**config.mk**
```make
export PLATFORM = sky130hd
export DESIGN_NAME = wdr_watchdog_reset
export DESIGN_NICKNAME = d
export VERILOG_FILES = /design/src/core/wdr_pkg.sv /design/src/core/wdr_watchdog_reset.sv
export SDC_FILE = /design/constraint.sdc
export NUM_CORES = 1
export LEC_CHECK = 0
export BUFFER_PORTS_ARGS = -buffer_cell sky130_fd_sc_hd__buf_2
export CAP_MARGIN = 5
export CORE_MARGIN = 4
export CORE_UTILIZATION = 40
export DETAILED_ROUTE_END_ITERATION = 10
export PLACE_DENSITY = 0.61
export SYNTH_ARGS = -nofsm -noshare
export SYNTH_HDL_FRONTEND = slang
export SYNTH_SLANG_ARGS = --single-unit
```
**constraint.sdc**
```tcl
create_clock -name I_CLK -period 7.6 [get_ports I_CLK]
set_input_delay 1.52 -clock I_CLK [delete_from_list [all_inputs] [get_ports I_CLK]]
set_output_delay 1.52 -clock I_CLK [all_outputs]
set_load 0.01 [all_outputs]
```
**src/core/wdr_pkg.sv**
```systemverilog
package wdr_pkg;

   // ==========================================================================
   // clocks and times
   // ==========================================================================
   localparam int          CLK_HZ         = 50_000_000;           // system clock
   localparam int          OSC_HZ         = 128_000;              // watchdog oscillator rate
   localparam int          OSC_DIV        = CLK_HZ / OSC_HZ;      // clocks per oscillator tick
   localparam int          TOUT_MIN_MS    = 16;                   // shortest timeout, ms
   localparam int          TOUT_MAX_MS    = 8000;                 // longest timeout, ms
   localparam int          STARTUP_CYCLES = 1024;                 // start-up delay, clocks
   localparam int          DIV_W          = 12;
   localparam int          DLY_W          = 16;

   // ==========================================================================
   // timeout counter
   // ==========================================================================
   localparam int          CNT_W          = 21;
   localparam logic [20:0] TOUT_BASE      = 21'h000800;           // 2048 oscillator cycles
   localparam logic [3:0]  SEL_MAX        = 4'h9;                 // 1048576 cycles
   localparam logic [2:0]  UNLOCK_CYCLES  = 3'h4;

   // ==========================================================================
   // register map
   // ==========================================================================
   localparam int          ADDR_W         = 4;
   localparam logic [3:0]  ADDR_CAUSE     = 4'h0;
   localparam logic [3:0]  ADDR_WDCTL     = 4'h1;

   typedef struct packed {
      logic [2:0] rsvd;
      logic       debug_port_cause_flag;
      logic       wdog_cause_flag;
      logic       brownout_cause_flag;
      logic       pin_cause_flag;
      logic       poweron_cause_flag;
   } wdr_cause_t;

   typedef struct packed {
      logic       timeout_irq_flag;
      logic       timeout_irq_enable;
      logic       sel_hi;
      logic       change_unlock;
      logic       sys_reset_enable;
      logic [2:0] sel_lo;
   } wdr_ctl_t;

   typedef struct packed {
      logic       always_on_fuse;
      logic       brownout_enable;
      logic       brownout_low;
      logic       pin_rst_n;
      logic       jtag_rst;
   } wdr_pins_t;

   localparam wdr_cause_t CAUSE_RST = wdr_cause_t'(8'h01);       // power-on flag set
   localparam wdr_ctl_t   CTL_RST   = wdr_ctl_t'(8'h00);
   localparam wdr_pins_t  PINS_RST  = wdr_pins_t'(5'h02);        // reset pin idles high

   typedef enum logic [1:0] {SEQ_RUN, SEQ_HOLD, SEQ_DELAY} wdr_seq_t;

   // timeout length in oscillator cycles; reserved codes act as the longest
   function automatic logic [20:0] timeout_limit(input logic [3:0] sel);
      logic [3:0] s;
      s = (sel > SEL_MAX) ? SEL_MAX : sel;
      return TOUT_BASE << s;
   endfunction : timeout_limit

endpackage : wdr_pkg

```
**src/core/wdr_watchdog_reset.sv**
```systemverilog
// Notes on behaviour
// - counter advances on oscillator ticks, expires
// - restart instruction clears counter before timeout
// - timeouts span 16 ms to 8 s
// - interrupt mode raises irq, no reset
// - reset mode expiry resets the system
// - combined mode: irq first, then reset
// - fuse forces reset enable 1, irq enable 0
// - select and reset-enable clear accepted only within four-cycle window
// - one-cycle reset pulse, delay after its fall
// - brown-out holds reset, delay after release
// - debug port flag bit 4, set by debug reset
// - watchdog flag bit 3, cleared POR or write
// - brown-out flag bit 2, cleared POR or write
// - pin flag bit 1, cleared POR or write
// - power-on flag bit 0, only write clears
// - watchdog stays enabled through its own reset
// - unlock bit self-clears after four cycles
// - watchdog flag forces reset enable to one
// - vector ack clears flag, and irq enable only while reset enabled
// - select 0..9 doubles from 2048 cycles
module wdr_watchdog_reset #(
   parameter int P_OSC_DIV        = wdr_pkg::OSC_DIV,
   parameter int P_STARTUP_CYCLES = wdr_pkg::STARTUP_CYCLES
) (
   input  wire logic                        I_CLK,
   input  wire logic                        I_NRST,
   input  wire logic [wdr_pkg::ADDR_W-1:0]  I_ADDR,
   input  wire logic [7:0]                  I_WDATA,
   input  wire logic                        I_WR,
   input  wire logic                        I_RD,
   output logic      [7:0]                  O_RDATA,
   input  wire logic                        I_WDR,
   input  wire logic                        I_IRQ_ACK,
   input  wire logic                        I_ALWAYS_ON_FUSE,
   input  wire logic                        I_BROWNOUT_ENABLE,
   input  wire logic                        I_BROWNOUT_LOW,
   input  wire logic                        I_PIN_RST_N,
   input  wire logic                        I_JTAG_RST,
   output logic                             O_TIMEOUT_IRQ,
   output logic                             O_WDOG_RST_PULSE,
   output logic                             O_CORE_RST
);
   import wdr_pkg::*;

   // ==========================================================================
   // pin synchronisers
   // ==========================================================================
   wdr_pins_t raw;
   wdr_pins_t s1_r, s2_r, s3_r, pin_r;
   wdr_pins_t pin_nxt;

   assign raw = '{always_on_fuse: I_ALWAYS_ON_FUSE, brownout_enable: I_BROWNOUT_ENABLE,
                  brownout_low: I_BROWNOUT_LOW, pin_rst_n: I_PIN_RST_N, jtag_rst: I_JTAG_RST};

   // a bit changes only once second and third stage agree
   always_comb begin
      pin_nxt = pin_r;
      for (int i = 0; i < $bits(wdr_pins_t); i++) begin
         if (s2_r[i] == s3_r[i]) begin
            pin_nxt[i] = s3_r[i];
         end
      end
   end

   always_ff @(posedge I_CLK or negedge I_NRST) begin
      if (!I_NRST) begin
         s1_r  <= PINS_RST;
         s2_r  <= PINS_RST;
         s3_r  <= PINS_RST;
         pin_r <= PINS_RST;
      end else begin
         s1_r  <= raw;
         s2_r  <= s1_r;
         s3_r  <= s2_r;
         pin_r <= pin_nxt;
      end
   end

   // ==========================================================================
   // state declarations and shared terms
   // ==========================================================================
   logic [DIV_W-1:0] div_r, div_nxt;
   logic             tick;
   logic [CNT_W-1:0] cnt_r, cnt_nxt;
   wdr_ctl_t         ctl_r, ctl_nxt, ctl_d;
   logic [2:0]       unl_r, unl_nxt;
   wdr_cause_t       cause_r, cause_nxt, cause_d;
   logic             pulse_r, pulse_nxt;
   wdr_seq_t         seq_r, seq_nxt;
   logic [DLY_W-1:0] dly_r, dly_nxt;
   logic             core_r, core_nxt;
   logic [7:0]       rdata_r, rdata_nxt;
   logic             rst_en_eff, ie_eff, running, expire, fire, set_flag, win_open;
   logic             brownout_rst, pin_rst, hold_src;
   logic             wr_ctl, wr_cause;

   assign ctl_d    = wdr_ctl_t'(I_WDATA);
   assign cause_d  = wdr_cause_t'(I_WDATA);
   assign wr_ctl   = I_WR && (I_ADDR == ADDR_WDCTL);
   assign wr_cause = I_WR && (I_ADDR == ADDR_CAUSE);
   assign win_open = (unl_r != 3'h0);
   assign brownout_rst = pin_r.brownout_enable && pin_r.brownout_low;
   assign pin_rst  = !pin_r.pin_rst_n;

   // effective mode bits: fuse and watchdog flag override software
   assign rst_en_eff = ctl_r.sys_reset_enable || cause_r.wdog_cause_flag ||
                       pin_r.always_on_fuse;
   assign ie_eff   = ctl_r.timeout_irq_enable && !pin_r.always_on_fuse;
   assign running  = rst_en_eff || ie_eff;

   // ==========================================================================
   // oscillator tick divider
   // ==========================================================================
   always_comb begin
      tick    = (div_r == DIV_W'(P_OSC_DIV - 1));
      div_nxt = tick ? '0 : div_r + DIV_W'(1);
   end

   always_ff @(posedge I_CLK or negedge I_NRST) begin
      if (!I_NRST) begin
         div_r <= '0;
      end else begin
         div_r <= div_nxt;
      end
   end

   // ==========================================================================
   // timeout counter
   // ==========================================================================
   // compare with >= so a shorter select expires on the next oscillator tick
   always_comb begin
      expire = tick && running && !core_r &&
               (cnt_r >= timeout_limit({ctl_r.sel_hi, ctl_r.sel_lo}) - CNT_W'(1));
      if (core_r || I_WDR || !running) begin
         cnt_nxt = '0;
      end else if (expire) begin
         cnt_nxt = '0;
      end else if (tick) begin
         cnt_nxt = cnt_r + CNT_W'(1);
      end else begin
         cnt_nxt = cnt_r;
      end
      set_flag = expire && ie_eff;
      fire     = expire && rst_en_eff && (!ie_eff || ctl_r.timeout_irq_flag);
   end

   always_ff @(posedge I_CLK or negedge I_NRST) begin
      if (!I_NRST) begin
         cnt_r <= '0;
      end else begin
         cnt_r <= cnt_nxt;
      end
   end

   // ==========================================================================
   // watchdog control register and unlock window
   // ==========================================================================
   always_comb begin
      ctl_nxt = ctl_r;
      unl_nxt = win_open ? unl_r - 3'h1 : 3'h0;
      ctl_nxt.change_unlock = 1'b0;
      if (core_r) begin
         ctl_nxt = CTL_RST;
         unl_nxt = 3'h0;
      end else begin
         if (wr_ctl) begin
            ctl_nxt.timeout_irq_enable = ctl_d.timeout_irq_enable;
            if (ctl_d.timeout_irq_flag) begin
               ctl_nxt.timeout_irq_flag = 1'b0;                                    // write one clears
            end
            if (ctl_d.change_unlock && ctl_d.sys_reset_enable) begin
               unl_nxt = UNLOCK_CYCLES;
               ctl_nxt.sys_reset_enable = 1'b1;
            end else if (win_open && !ctl_d.change_unlock) begin
               ctl_nxt.sys_reset_enable = ctl_d.sys_reset_enable;
               ctl_nxt.sel_hi           = ctl_d.sel_hi;
               ctl_nxt.sel_lo           = ctl_d.sel_lo;
               unl_nxt                  = 3'h0;
            end else begin
               ctl_nxt.sys_reset_enable = ctl_r.sys_reset_enable || ctl_d.sys_reset_enable;
            end
         end
         if (I_IRQ_ACK) begin
            ctl_nxt.timeout_irq_flag = 1'b0;
            if (rst_en_eff) begin
               ctl_nxt.timeout_irq_enable = 1'b0;
            end
         end
         if (set_flag) begin
            ctl_nxt.timeout_irq_flag = 1'b1;                                       // set wins over clear
         end
      end
   end

   always_ff @(posedge I_CLK or negedge I_NRST) begin
      if (!I_NRST) begin
         ctl_r <= CTL_RST;
         unl_r <= 3'h0;
      end else begin
         ctl_r <= ctl_nxt;
         unl_r <= unl_nxt;
      end
   end

   // ==========================================================================
   // reset cause flags
   // ==========================================================================
   // power-on flag is set by the asynchronous power-on reset only
   always_comb begin
      cause_nxt = cause_r;
      if (wr_cause) begin
         cause_nxt = cause_r & cause_d;
      end
      cause_nxt.rsvd = 3'h0;
      if (pin_r.jtag_rst) begin
         cause_nxt.debug_port_cause_flag = 1'b1;
      end
      if (fire) begin
         cause_nxt.wdog_cause_flag = 1'b1;
      end
      if (brownout_rst) begin
         cause_nxt.brownout_cause_flag = 1'b1;
      end
      if (pin_rst) begin
         cause_nxt.pin_cause_flag = 1'b1;
      end
   end

   always_ff @(posedge I_CLK or negedge I_NRST) begin
      if (!I_NRST) begin
         cause_r <= CAUSE_RST;
      end else begin
         cause_r <= cause_nxt;
      end
   end

   // ==========================================================================
   // reset sequencer: pulse, hold, start-up delay
   // ==========================================================================
   always_comb begin
      pulse_nxt = fire;
      hold_src  = pulse_r || brownout_rst || pin_rst || pin_r.jtag_rst;
      seq_nxt   = seq_r;
      dly_nxt   = dly_r;
      case (seq_r)
         SEQ_RUN: begin
            if (hold_src) begin
               seq_nxt = SEQ_HOLD;
            end
         end
         SEQ_HOLD: begin
            if (!hold_src) begin
               seq_nxt = SEQ_DELAY;
               dly_nxt = DLY_W'(P_STARTUP_CYCLES - 1);
            end
         end
         SEQ_DELAY: begin
            if (hold_src) begin
               seq_nxt = SEQ_HOLD;
            end else if (dly_r == '0) begin
               seq_nxt = SEQ_RUN;
            end else begin
               dly_nxt = dly_r - DLY_W'(1);
            end
         end
         default: begin
            seq_nxt = SEQ_HOLD;
         end
      endcase
      core_nxt = (seq_nxt != SEQ_RUN) || hold_src;
   end

   always_ff @(posedge I_CLK or negedge I_NRST) begin
      if (!I_NRST) begin
         pulse_r <= 1'b0;
         seq_r   <= SEQ_DELAY;
         dly_r   <= DLY_W'(P_STARTUP_CYCLES - 1);
         core_r  <= 1'b1;
      end else begin
         pulse_r <= pulse_nxt;
         seq_r   <= seq_nxt;
         dly_r   <= dly_nxt;
         core_r  <= core_nxt;
      end
   end

   // ==========================================================================
   // read port
   // ==========================================================================
   always_comb begin
      rdata_nxt = 8'h00;
      if (I_RD) begin
         if (I_ADDR == ADDR_CAUSE) begin
            rdata_nxt = cause_r;
         end else if (I_ADDR == ADDR_WDCTL) begin
            rdata_nxt = {ctl_r.timeout_irq_flag, ie_eff, ctl_r.sel_hi, win_open, rst_en_eff, ctl_r.sel_lo};
         end
      end
   end

   always_ff @(posedge I_CLK or negedge I_NRST) begin
      if (!I_NRST) begin
         rdata_r <= 8'h00;
      end else begin
         rdata_r <= rdata_nxt;
      end
   end

   // outputs
   assign O_RDATA          = rdata_r;
   assign O_TIMEOUT_IRQ    = ctl_r.timeout_irq_flag && ie_eff;
   assign O_WDOG_RST_PULSE = pulse_r;
   assign O_CORE_RST       = core_r;

endmodule : wdr_watchdog_reset

```
==> key figures <==
Critical path
  • Worst path required time: 7810 ps
  • Reg-to-reg slack, setup: 3610 ps
  • Crit path arrival time: 4210 ps
  • Reg-to-reg critical path endpoint: cnt_r[12]$_DFFE_PN0P_
  • Maximum fanout encountered on the critical timing path: 12
  • Kind of critical path: reg2reg
  • Depth of the most critical reg-to-reg path: 13
  • Setup crit start: ctl_r[1]$_DFFE_PN0P_
  • Startpoint type of the worst setup path: flip-flop
  • Beginning of the worst register-to-register path: ctl_r[1]$_DFFE_PN0P_
  • Critical path endpoint category: flip-flop

Final layout
  • Core Util, Final: 0.4607
  • Post-route design area: 5238 sq um
  • Fraction of layout instances using a drive strength above 1: 0.1702
  • Final nets: 511
  • Number of diodes added for antenna fixing: 0
  • Final Instance Count excl. Fillers: 619
  • Area Overhead vs Synth: 12.89%

Placed design
  • Worst-case setup slack after placement: 3573 ps
  • Number of port buffers: 33
  • Routability Congestion: 0.8159
  • Final HPWL from detailed placement: 6.723 mm
  • Post-DP Area: 4941 sq um
  • Inst Count DP: 603

Detailed routing
  • Routed length per instance: 14.95 microns
  • Number of vias after detailed routing: 3331
  • Count of unresolved DRC violations after routing: 0
  • Detailed-router iteration count before antenna repair: 4
  • Starting DRT DRC Count: 167
  • Antenna Nets Post-Route: 0
  • Final wirelength: 9.251 mm
  • Routed via count divided by cell count: 5.381

Timing
  • Post-route setup slack: 3608 ps
  • Highest attainable clock frequency: 0.2505 GHz
  • Final Max Slew Viols: 0
  • Count of endpoints failing setup in the final report: 0
  • Post-route clock period utilization: 0.5252
  • Fin. Hold Viols: 0
  • Headroom to the max-slew limit: 0.3882
  • RSZ-0062 raised after global routing: no
  • Final min period: 3992 ps
  • Transition time at the pin with the least slew margin: 917.7 ps
  • Summed negative setup slack over all endpoints: 0 ps
  • Worst-case clock skew: 7.242 ps

Hold path
  • Worst hold path type: reg2reg
  • Hold path depth: 0
  • Worst hold path startpoint: s1_r[4]$_DFF_PN0_
  • Hold worst-path end: s2_r[4]$_DFF_PN0_

Synthesis
  • Top area cells in the synthesized netlist: sky130_fd_sc_hd__dfrtp_1 (43%), sky130_fd_sc_hd__dfstp_2 (9.6%), sky130_fd_sc_hd__ha_1 (4.6%)
  • Number of flops mapped to enable cells by yosys: 0
  • Share of the yosys chip area belonging to registers: 0.5224
  • Count of warnings emitted by yosys: 0
  • Xor/xnor share of the synthesized area: 0.06230
  • Arithmetic-cell share of the synthesized area counting full adders, half adders and majority gates: 0.05663
  • Dominant combinational cell family by area after synthesis: simple AND/OR/NAND/NOR gates
  • Register bit total from synthesis: 96
  • Synthesized area divided by synthesized cell count: 10.62 sq um
  • Top_reg_cell synth: sky130_fd_sc_hd__dfrtp_1
  • Syn_nets: 477
  • Portion of netlist area occupied by mux cells: 0.02400
  • Synth Area in Compound Gates: 0.1081
  • Post-Syn Area: 4639 sq um
  • Unique cell type count in the Yosys netlist: 62
  • Async set-reset flop share out of synthesis: 1.000
  • Cell count after synthesis: 437
  • Top-area cell type share of the netlist area: 0.4261
  • Synth area leader: sky130_fd_sc_hd__dfrtp_1
  • Simple-gate portion of the synthesized area: 0.2031

Global routing
  • Total gr overflow: 0
  • M1 GR Usage: 0.2130
  • Via count of the first global-routing pass: 3315
  • Met2 Track Usage GR: 0.2400
  • Wire length of the first global-routing pass: 16.17 mm
  • Busiest grt layer: met2
  • Met3 Usage GRT: 0.03708
  • Pin count of the biggest net entering global routing: 75
  • Antenna violations before repair: 0
  • All-Layer GR Usage: 0.1524

Pwr
  • IR drop worst, VDD: 0.0001342 V
  • Power density cells: 205.9 nW/um^2
  • Total leakage power: 2.276 nW

Clock tree
  • Number of clock sinks: 96
  • Clock buffer depth: 2
  • Clock buffer count from CTS: 9
  • Number of buffers inserted by hold repair at cts: 0
  • Gates resized, CTS repair: 0
  • Buffers inserted during post-CTS setup optimization: 0
  • CTS tree: done
  • CTS H-Tree Depth: 3
  • Clock insertion delay at the later pin of the skew report: 350 ps
  • CTS root buf: sky130_fd_sc_hd__clkbuf_16
  • Clock slew at the register clock pins of the worst setup and hold paths: 70 ps

Floorplanning
  • Number of top-level pins: 34
  • Die height: 115.7 microns
  • Cell Rows: 39
  • Area of the die: 13390 sq um
  • Core Box Area: 11370 sq um
  • Die X: 115.7 microns
  • Initial cell density of the core: 0.4081

Outcome
  • Outcome: completed

Job
  • Max cap viols: 0
[worst max-delay path, stage by stage (launching register included)]
cell and delay (ps):
sky130_fd_sc_hd__dfrtp_1 450, sky130_fd_sc_hd__or2_2 330, sky130_fd_sc_hd__or3_1 350, sky130_fd_sc_hd__ha_1 270
sky130_fd_sc_hd__nor3_1 170, sky130_fd_sc_hd__a21o_1 120, sky130_fd_sc_hd__a32oi_1 110, sky130_fd_sc_hd__ha_1 290
sky130_fd_sc_hd__and4_1 190, sky130_fd_sc_hd__nand4_1 140, sky130_fd_sc_hd__nor4b_1 640, sky130_fd_sc_hd__o311a_1 290
sky130_fd_sc_hd__nand2b_1 410, sky130_fd_sc_hd__nor2_1 100
[cells in the mapped netlist, types with 4 or more instances]
cell	count
sky130_fd_sc_hd__dfrtp_1	79
sky130_fd_sc_hd__nor2_1	53
sky130_fd_sc_hd__nand2_1	29
sky130_fd_sc_hd__xnor2_1	19
sky130_fd_sc_hd__a21oi_1	18
sky130_fd_sc_hd__nand3_1	18
sky130_fd_sc_hd__dfstp_2	17
sky130_fd_sc_hd__ha_1	17
sky130_fd_sc_hd__xor2_1	14
sky130_fd_sc_hd__and3_1	12
sky130_fd_sc_hd__nor3_1	12
sky130_fd_sc_hd__o21ai_0	11
sky130_fd_sc_hd__inv_1	10
sky130_fd_sc_hd__mux2i_1	10
sky130_fd_sc_hd__nand2b_1	9
sky130_fd_sc_hd__clkbuf_1	7
sky130_fd_sc_hd__a31oi_1	6
sky130_fd_sc_hd__and2_1	6
sky130_fd_sc_hd__or3_1	6
sky130_fd_sc_hd__maj3_1	5
sky130_fd_sc_hd__o2111ai_1	5
sky130_fd_sc_hd__o21ai_1	5
sky130_fd_sc_hd__and4_1	4
sky130_fd_sc_hd__nand4_1	4
sky130_fd_sc_hd__nor4_1	4
sky130_fd_sc_hd__or4_1	4
[cell usage in the layout, fill, tap and decap left out, types with 10 or more instances in the layout]
cell | Yosys | layout
sky130_fd_sc_hd__dfrtp_1 | 79 | 79
sky130_fd_sc_hd__nor2_1 | 53 | 53
sky130_fd_sc_hd__buf_2 | 3 | 32
sky130_fd_sc_hd__nand2_1 | 29 | 29
sky130_fd_sc_hd__xnor2_1 | 19 | 19
sky130_fd_sc_hd__a21oi_1 | 18 | 18
sky130_fd_sc_hd__nand3_1 | 18 | 18
sky130_fd_sc_hd__dfstp_2 | 17 | 17
sky130_fd_sc_hd__ha_1 | 17 | 17
sky130_fd_sc_hd__xor2_1 | 14 | 14
sky130_fd_sc_hd__nor3_1 | 12 | 12
sky130_fd_sc_hd__and3_1 | 12 | 12
sky130_fd_sc_hd__o21ai_0 | 11 | 11
sky130_fd_sc_hd__inv_1 | 10 | 10
sky130_fd_sc_hd__mux2i_1 | 10 | 10
[area by class of cell]
cell class	instances	area, sq um
clock buffers	9	225.2
flip-flops and latches	96	2424
repair buffers	35	182.7
inverters	12	45.04
multi-input cells	317	2111
clock inverters	7	71.32
well taps	143	178.9
fillers	1052	6132
[power by group]
part / leakage (nW) / internal (mW) / switching, mW
logic: 0.919 / 0.0274 / 0.0445
clock network: 0.146 / 0.232 / 0.211
registers: 1.21 / 0.540 / 0.0231
[routing by layer]
layer | wire length, microns | vias to the layer above | share of wire
met5 | 0 | - | 0
met4 | 126 | 0 | 0.014
met3 | 288 | 11 | 0.031
met2 | 4298 | 50 | 0.46
met1 | 4538 | 1635 | 0.49
li1 | - | 1635 | -
[sequential cells by signal, indices dropped and copies added (netlist names)]
name	cells
div_r	12
dly_r	16
ctl_r	7
O_CORE_RST	1
unl_r	3
s2_r	5
O_WDOG_RST_PULSE	1
pin_r	5
cnt_r	21
seq_r	2
O_RDATA	8
cause_r	5
s3_r	5
s1_r	5
[logic make-up after synthesis]
logic type	after synthesis
and+or+nand+nor	178
other	1
adders and majority gates	22
AOI/OAI and AO/OA	72
muxes	11
xor gates and xnor gates	33
buffers and inverters	24
DFF	96
[through the flow]
stage	power, mW	hold slack, ps
finish	1.078	354.6
global route	1.132	358.5
CTS	1.096	355.8
detailed placement	0.6467	335.5
global placement	0.6434	338.8
floorplan	0.6120	331.2
[worst max-delay path by stage]
| stage | slack [ps] | depth (start not counted) | endpoint |
|---|---|---|---|
| finish | 3610 | 13 | cnt_r[12]$_DFFE_PN0P_ |
| global route | 3320 | 13 | cnt_r[13]$_DFFE_PN0P_ |
| CTS | 3560 | 13 | cnt_r[12]$_DFFE_PN0P_ |
| detailed placement | 3570 | 13 | cnt_r[11]$_DFFE_PN0P_ |
| global placement | 3850 | 13 | cnt_r[4]$_DFFE_PN0P_ |
| floorplan | 4130 | 14 | cnt_r[10]$_DFFE_PN0P_ |
No activity file was read; power rests on OpenSTA's default activity.
